$ cat config.mk
export PLATFORM = sky130hd
export DESIGN_NAME = return_rotate_nop_exec
export DESIGN_NICKNAME = d
export VERILOG_FILES = /design/src/return_rotate_nop_exec.v /design/src/ret_stack.v
export VERILOG_INCLUDE_DIRS = /design/src
export SDC_FILE = /design/constraint.sdc
export NUM_CORES = 1
export LEC_CHECK = 0
export BUFFER_PORTS_ARGS = -buffer_cell sky130_fd_sc_hd__clkbuf_2
export CORE_AREA = 3 3 116 118
export CTS_CLUSTER_DIAMETER = 200
export CTS_CLUSTER_SIZE = 40
export DETAILED_ROUTE_END_ITERATION = 10
export DIE_AREA = 0 0 119 121
export GPL_TIMING_DRIVEN = 0
export PLACE_DENSITY = 0.74
export SLEW_MARGIN = 20
export SYNTH_ARGS = -nofsm -noshare
export SYNTH_HDL_FRONTEND = slang
export SYNTH_SLANG_ARGS = --single-unit
$ cat constraint.sdc
create_clock -name clk -period 1.9 [get_ports clk]
set_input_delay 0.19 -clock clk [delete_from_list [all_inputs] [get_ports clk]]
set_output_delay 0.19 -clock clk [all_outputs]
set_load 0.05 [all_outputs]
$ cat src/rret_consts.vh
// Constants for the return/rotate/no-operation execute block.
// Assumes a 14-bit instruction word and an 8-bit data path.
`ifndef RRET_CONSTS_VH
`define RRET_CONSTS_VH
// ==========================================
// Opcode patterns and masks
`define NO_OP_MASK   14'h3F9F
`define NO_OP_PAT    14'h0000
`define IRQ_EXIT_PAT 14'h0009
`define SUB_EXIT_PAT 14'h0008
`define LIT_MASK     14'h3C00
`define LIT_PAT      14'h3400
`define ROT_MASK     14'h3F00
`define ROT_PAT      14'h0D00
// ==========================================
// Field positions
`define DEST_BIT     7
`define IRQ_ENABLE_BIT 7
// ==========================================
// Reset values and timing
`define PC_RESET     13'h0000
`define W_RESET      8'h00
`define ICR_RESET    8'h00
`define RET_CYCLES   2
`endif

$ cat src/return_rotate_nop_exec.v
// Execute logic for no-operation, the three returns and rotate-left-through-carry.
// Assumes the fetch unit presents one instruction with instr_valid and waits on busy.
`timescale 1ns/1ps
`default_nettype none
`include "rret_consts.vh"
module return_rotate_nop_exec #(
  parameter STACK_DEPTH = 8,
  parameter STACK_AW    = 3
) (
  input  wire        clk,
  input  wire        resetn,
  input  wire        instr_valid,
  input  wire [13:0] instr,
  input  wire [12:0] pc_plus1,
  input  wire        call_push,
  input  wire [7:0]  file_rdata,
  output reg  [6:0]  file_addr,
  output reg  [7:0]  file_wdata,
  output reg         file_we,
  output reg  [12:0] pc,
  output reg         pc_load,
  output reg  [7:0]  w_reg,
  output reg         carry,
  output reg  [7:0]  irq_control_reg,
  output reg         busy,
  output reg         no_operation_instr
);
  // ==========================================
  // Reset release
  reg rst_meta;
  reg rst_n;
  always @(posedge clk or negedge resetn) begin
    if (!resetn) begin
      rst_meta <= 1'b0;
      rst_n    <= 1'b0;
    end else begin
      rst_meta <= 1'b1;
      rst_n    <= rst_meta;
    end
  end
  // ==========================================
  // Decode
  wire take                  = instr_valid & ~busy;
  wire is_no_op              = (instr & `NO_OP_MASK) == `NO_OP_PAT;
  wire interrupt_exit_instr  = instr == `IRQ_EXIT_PAT;
  wire sub_exit_instr        = instr == `SUB_EXIT_PAT;
  wire literal_exit_instr    = (instr & `LIT_MASK) == `LIT_PAT;
  wire rotate_left_carry_instr = (instr & `ROT_MASK) == `ROT_PAT;
  wire any_exit = interrupt_exit_instr | sub_exit_instr | literal_exit_instr;
  wire do_pop   = take & any_exit;
  wire take_no_op  = take & is_no_op;
  wire take_rotate = take & rotate_left_carry_instr;
  // ==========================================
  // Return stack
  wire [12:0] stack_top_entry;
  ret_stack #(
    .DEPTH (STACK_DEPTH),
    .AW    (STACK_AW),
    .WIDTH (13)
  ) u_stack (
    .clk       (clk),
    .rst_n     (rst_n),
    .push      (call_push & ~do_pop),
    .push_data (pc_plus1),
    .pop       (do_pop),
    .top       (stack_top_entry)
  );
  // ==========================================
  // Rotate: file data is combinational from the addressed register
  // Address is registered from the instruction field, so it reaches the file one cycle after the issue cycle
  wire [7:0] rot_result = {file_rdata[6:0], carry};
  // ==========================================
  // Two-cycle sequencing of returns
  // The stack read is registered, so a return needs a second cycle before
  // the popped address is ready; busy holds the fetch unit off meanwhile.
  localparam ST_IDLE = 1'b0;
  localparam ST_LOAD = 1'b1;
  reg        state;
  reg        next_state;
  reg        next_busy;
  always @* begin
    next_state = state;
    next_busy  = busy;
    case (state)
      ST_IDLE: begin
        if (do_pop) begin
          next_state = ST_LOAD;
          next_busy  = 1'b1;
        end
      end
      ST_LOAD: begin
        next_state = ST_IDLE;
        next_busy  = 1'b0;
      end
      default: begin
        next_state = ST_IDLE;
        next_busy  = 1'b0;
      end
    endcase
  end
  always @(posedge clk or negedge rst_n) begin
    if (!rst_n) begin
      state <= ST_IDLE;
      busy  <= 1'b0;
    end else begin
      state <= next_state;
      busy  <= next_busy;
    end
  end
  // ==========================================
  // Program counter: loaded from the popped entry in the second cycle
  reg [12:0] next_pc;
  reg        next_pc_load;
  always @* begin
    next_pc      = pc;
    next_pc_load = 1'b0;
    if (state == ST_LOAD) begin
      next_pc      = stack_top_entry;
      next_pc_load = 1'b1;
    end
  end
  always @(posedge clk or negedge rst_n) begin
    if (!rst_n) begin
      pc      <= `PC_RESET;
      pc_load <= 1'b0;
    end else begin
      pc      <= next_pc;
      pc_load <= next_pc_load;
    end
  end
  // ==========================================
  // Accumulator: literal of a literal exit, or a rotate with d=0
  reg [7:0]  next_w_reg;
  always @* begin
    next_w_reg = w_reg;
    if (take & literal_exit_instr) begin
      next_w_reg = instr[7:0];
    end else if (take_rotate & ~instr[`DEST_BIT]) begin
      next_w_reg = rot_result;
    end
  end
  always @(posedge clk or negedge rst_n) begin
    if (!rst_n) begin
      w_reg <= `W_RESET;
    end else begin
      w_reg <= next_w_reg;
    end
  end
  // ==========================================
  // Carry: only a rotate touches it; returns and no-ops leave it alone
  reg        next_carry;
  always @* begin
    next_carry = carry;
    if (take_rotate) begin
      next_carry = file_rdata[7];
    end
  end
  always @(posedge clk or negedge rst_n) begin
    if (!rst_n) begin
      carry <= 1'b0;
    end else begin
      carry <= next_carry;
    end
  end
  // ==========================================
  // Interrupt control: only the enable bit is ever written here
  reg [7:0]  next_irq_control_reg;
  always @* begin
    next_irq_control_reg = irq_control_reg;
    if (take & interrupt_exit_instr) begin
      next_irq_control_reg[`IRQ_ENABLE_BIT] = 1'b1;
    end
  end
  always @(posedge clk or negedge rst_n) begin
    if (!rst_n) begin
      irq_control_reg <= `ICR_RESET;
    end else begin
      irq_control_reg <= next_irq_control_reg;
    end
  end
  // ==========================================
  // File write-back of a rotate with d=1
  reg [6:0]  next_file_addr;
  reg [7:0]  next_file_wdata;
  reg        next_file_we;
  always @* begin
    next_file_addr  = instr[6:0];
    next_file_wdata = file_wdata;
    next_file_we    = 1'b0;
    if (take_rotate & instr[`DEST_BIT]) begin
      next_file_wdata = rot_result;
      next_file_we    = 1'b1;
    end
  end
  always @(posedge clk or negedge rst_n) begin
    if (!rst_n) begin
      file_addr  <= 7'h00;
      file_wdata <= 8'h00;
      file_we    <= 1'b0;
    end else begin
      file_addr  <= next_file_addr;
      file_wdata <= next_file_wdata;
      file_we    <= next_file_we;
    end
  end
  // ==========================================
  // No-operation: a one-cycle pulse and nothing else
  reg        next_no_op;
  always @* begin
    next_no_op = take_no_op;
  end
  always @(posedge clk or negedge rst_n) begin
    if (!rst_n) begin
      no_operation_instr <= 1'b0;
    end else begin
      no_operation_instr <= next_no_op;
    end
  end
endmodule // return_rotate_nop_exec
`default_nettype wire

$ cat src/ret_stack.v
// Hardware return stack with a registered top-of-stack output.
// Assumes push and pop are never asserted together.
`timescale 1ns/1ps
`default_nettype none
module ret_stack #(
  parameter DEPTH = 8,
  parameter AW    = 3,
  parameter WIDTH = 13
) (
  input  wire             clk,
  input  wire             rst_n,
  input  wire             push,
  input  wire [WIDTH-1:0] push_data,
  input  wire             pop,
  output reg  [WIDTH-1:0] top
);
  reg [WIDTH-1:0] mem [0:DEPTH-1];
  reg [AW-1:0]    sp;
  // ==========================================
  // Pointer: a pop steps back one entry
  always @(posedge clk or negedge rst_n) begin
    if (!rst_n) begin
      sp <= {AW{1'b0}};
    end else if (push) begin
      sp <= sp + 1'b1;
    end else if (pop) begin
      sp <= sp - 1'b1;
    end
  end
  always @(posedge clk) begin
    if (push) begin
      mem[sp] <= push_data;
    end
  end
  // Registered read of the entry being popped
  always @(posedge clk or negedge rst_n) begin
    if (!rst_n) begin
      top <= {WIDTH{1'b0}};
    end else if (pop) begin
      top <= mem[sp - 1'b1];
    end
  end
endmodule // ret_stack
`default_nettype wire

==> flow_summary.yaml <==
status:
  outcome: "finished, violations left"
  violations: "negative setup slack"
finish:
  layout_cells_sized_above_1: 0.456
  top_register: "u_stack.mem"
  multi_input_area_sq_um: 1760
  finalNetCount: 530
  areaGrowthSynthToFinish_pct: 29.1
  nFillCells: 833
  reg_top3: "u_stack.mem: 104 flops, pc: 13 flops, u_stack.top: 13 flops"
  final_core_utilization: 0.655
  total_inserted_antenna_cells: 0
  layout.area.seq_sq_um: 4660
  largest_register_ff_count: 104
timing:
  rsz_0062_raised_after_global_routing: "true"
  worst_slew_margin_rel: 0.512
  max_clock_freq_mhz: 511
  worstMarginPinSlew_ns: 0.732
  totalNegativeSetupSlack_ns: -0.160
  slew_violations: 0
  hold_viol_final: 0
  timing.final.crit_period_ns: 1.96
  worst_slack_ns: -0.0566
  finClkSkew_ns: 0.00648
  timing.final.crit_share: 1.03
  setup-violations-final: 7
clocking:
  clk_pin_slew_worst_paths_ns: 0.06
  cts_tree: "done"
  insertion_delay_ns: 0.43
  htree_levels: 4
  cts_sinks: 165
  cts-buffers-inserted: 17
  bufs_on_longest_clock_path: 2
  ctsRootBufferMaster: "sky130_fd_sc_hd__clkbuf_16"
floorplanning:
  total_die_area_sq_um: 14400
  number_of_top_level_pins: 88
  start_util: 0.508
  chip_height_um: 121
  rows: 41
  die_w_um: 119
  core_sq_um: 12600
critical_path:
  critical_path_arrival_ns: 2.25
  crit_path_cell_trace: "buf_6 > buf_12 > inv_6 > ha_4 > clkbuf_16 > mux4_2 > mux2i_2 > a21oi_1"
  cpPeakStageDelay_ns: 0.38
  cp.buffers_inverters: 4
  crit_path_top_delay_cell: "sky130_fd_sc_hd__ha_4"
  timing_worst_setup_path_type: "reg -> reg"
  r2r_start: "u_stack.sp[0]"
  maximum_fanout_count_along_the_critical_path: 8
  timing.critical_path.to_type: "flip-flop"
  worstSetupPathDepth: 8
  worst-r2r-setup-slack_ns: -0.06
  r2r-end: "u_stack.top[3]"
  path_delay_family: "multiplexers"
  worst_setup_path_start_kind: "flip-flop"
  crit_required_ns: 2.20
  r2r_cells: 8
route:
  drt_iter0_drc: 222
  ant_nets: 0
  drt_pass1_iterations: 7
  wl_per_cell_um: 19.2
  detail_route.wirelength_um: 12900
  drc_errors: 0
  routed-via-count: 3578
  vias_per_cell: 5.31
grt:
  gr-total-overflow: 0
  grt_antenna_before_repair: 0
  via_count_of_the_first_global_routing_pass: 3821
  largest_net_degree_at_the_start_of_global_routing: 60
  global_route.usage.total: 0.197
  global_route_wire_length_before_repair_um: 20900
place:
  place_hpwl_um: 7740
  number_of_input_and_output_port_buffers_inserted: 79
  preCtsSetupSlack_ns: -0.539
  routabilityCongestion: 0.775
logic_synthesis:
  synthArstFlopShare: 0.370
  yosys_warnings: 0
  netlist_top_cells_area: "sky130_fd_sc_hd__edfxtp_1, sky130_fd_sc_hd__dfrtp_1, sky130_fd_sc_hd__mux4_2, sky130_fd_sc_hd__mux2_2, sky130_fd_sc_hd__mux2i_1"
  number_of_flops_mapped_to_enable_cells_by_yosys: 104
  synth_simple_gate_area_frac: 0.0459
  synth_sequential_area_ratio: 0.729
  synth_area_sq_um: 6380
  synth_top_family_by_area: "multiplexers"
  post_synth_inst_count: 356
  ys.flop_type: "sky130_fd_sc_hd__edfxtp_1"
  yosys-mux-area-fraction: 0.162
  synth_seq_cells: 165
  post_synth_xor_area_fraction: 0.00530
  yosysTopAreaCellShare: 0.490
  synth-compound-area-share: 0.0243
  yosysUniqueCellTypes: 40
  synth_top_cell_by_area: "sky130_fd_sc_hd__edfxtp_1"
  synth_fa_ha_area_frac: 0.00392
  syn_avg_cell_area_sq_um: 17.9
hold_path:
  hold_path_end: "file_wdata[4]"
  hold_depth: 2
  min_path_type: "in -> reg"
  timing.hold.worst.start: "file_rdata[3]"
power:
  static-leakage-power_nw: 3.25
  max_ir_drop_vdd_mv: 0.813
  p_per_area_nw_per_um2: 1700
run:
  maxCapViolCount: 0
## kinds of logic (layout without fill, tap and decap cells)
logic type      count (synthesis)  count (layout)
flops                         165             165
xor+xnor                        3               3
compound gates                 28              28
buf+inv                        30             170
fa+ha+maj                       2               2
other cells                     2               8
simple gates                   58              58
mux                            68              68
## layout by cell type (no fill, tap or decap), drive strengths merged, types with 2 or more instances in the layout
master | synthesis | final
nand3 | 3 | 3
edfxtp | 104 | 104
o21bai | 2 | 2
buf | 20 | 40
mux2 | 22 | 22
mux2i | 20 | 20
nor3 | 7 | 7
mux4 | 26 | 26
nor4 | 3 | 3
bufinv | 0 | 4
nor2 | 23 | 23
xor2 | 2 | 2
nand2 | 12 | 12
clkbuf | 5 | 103
clkinvlp | 0 | 2
o21ai | 8 | 8
dfrtp | 61 | 61
ha | 2 | 2
conb | 2 | 8
clkinv | 0 | 5
a21oi | 17 | 17
nand2b | 2 | 2
dlygate4sd3 | 0 | 9
inv | 5 | 7
## Yosys cell counts, drive strengths merged (2+ instances only)
| cell | n |
|---|---|
| inv | 5 |
| edfxtp | 104 |
| mux2 | 22 |
| conb | 2 |
| nand2b | 2 |
| nand2 | 12 |
| ha | 2 |
| nand3 | 3 |
| clkbuf | 5 |
| xor2 | 2 |
| nor2 | 23 |
| mux2i | 20 |
| mux4 | 26 |
| buf | 20 |
| dfrtp | 61 |
| nor3 | 7 |
| a21oi | 17 |
| o21ai | 8 |
| o21bai | 2 |
| nor4 | 3 |
## cell type report
| type | count | share of cell area |
|---|---|---|
| well taps | 172 | 0.0261 |
| plain buffers | 24 | 0.0293 |
| multi-input cells | 167 | 0.214 |
| flip-flops and latches | 165 | 0.565 |
| repair buffers | 109 | 0.0880 |
| inverters | 5 | 0.00289 |
| clock inverters | 13 | 0.0219 |
| clock buffers | 19 | 0.0526 |
## repair_timing
action / in CTS / in global routing
endpoints found under the hold margin: 11 / 0
cloned: 2 / 0
setup buffers: 18 / 2
pin swaps: 13 / 6
setup endpoints to repair: 106 / 27
hold buffers: 9 / 0
resized for setup: 34 / 8
## per-layer routing
layer,GRT usage,share of wire
met1,0.246,0.39
met2,0.323,0.51
met3,0.0615,0.070
met4,0.0782,0.026
met5,0,0
## worst max path at each step
stage                       start                 to  slack [ns]
floorplan                    busy  u_stack.mem[4][0]       -0.05
finish              u_stack.sp[0]     u_stack.top[3]       -0.06
global placement    u_stack.sp[0]     u_stack.top[8]       -0.48
CTS                 u_stack.sp[0]     u_stack.top[1]       -0.02
global route        u_stack.sp[0]     u_stack.top[9]       -0.08
detailed placement  u_stack.sp[0]    u_stack.top[10]       -0.54
## worst reg2reg max path, stage by stage (launching register included)
cell                        delay, ns
sky130_fd_sc_hd__dfrtp_1         0.37
sky130_fd_sc_hd__buf_6           0.12
sky130_fd_sc_hd__buf_12          0.10
sky130_fd_sc_hd__inv_6           0.03
sky130_fd_sc_hd__ha_4            0.38
sky130_fd_sc_hd__clkbuf_16       0.20
sky130_fd_sc_hd__mux4_2          0.30
sky130_fd_sc_hd__mux2i_2         0.22
sky130_fd_sc_hd__a21oi_1         0.10
## metrics by stage
| step | instance area, sq um | hold WS (ns) | power [mW] | instances |
|---|---|---|---|---|
| final | 8240 | 0.0159 | 14.0 | 674 |
| after global routing | 8240 | 0.00763 | 14.6 | 674 |
| after CTS | 8210 | 0.00453 | 13.9 | 674 |
| after detailed placement | 7130 | -0.0196 | 9.10 | 613 |
| after global placement | 7130 | -0.0255 | 9.01 | 613 |
| after floorplan | 6520 | -0.106 | 8.02 | 362 |
## where the power goes
group / internal [mW] / switching (mW)
combinational: 2.62 / 2.99
clock: 2.20 / 1.35
sequential: 4.54 / 0.307
Note: power is estimated with default switching activity, not from simulation.
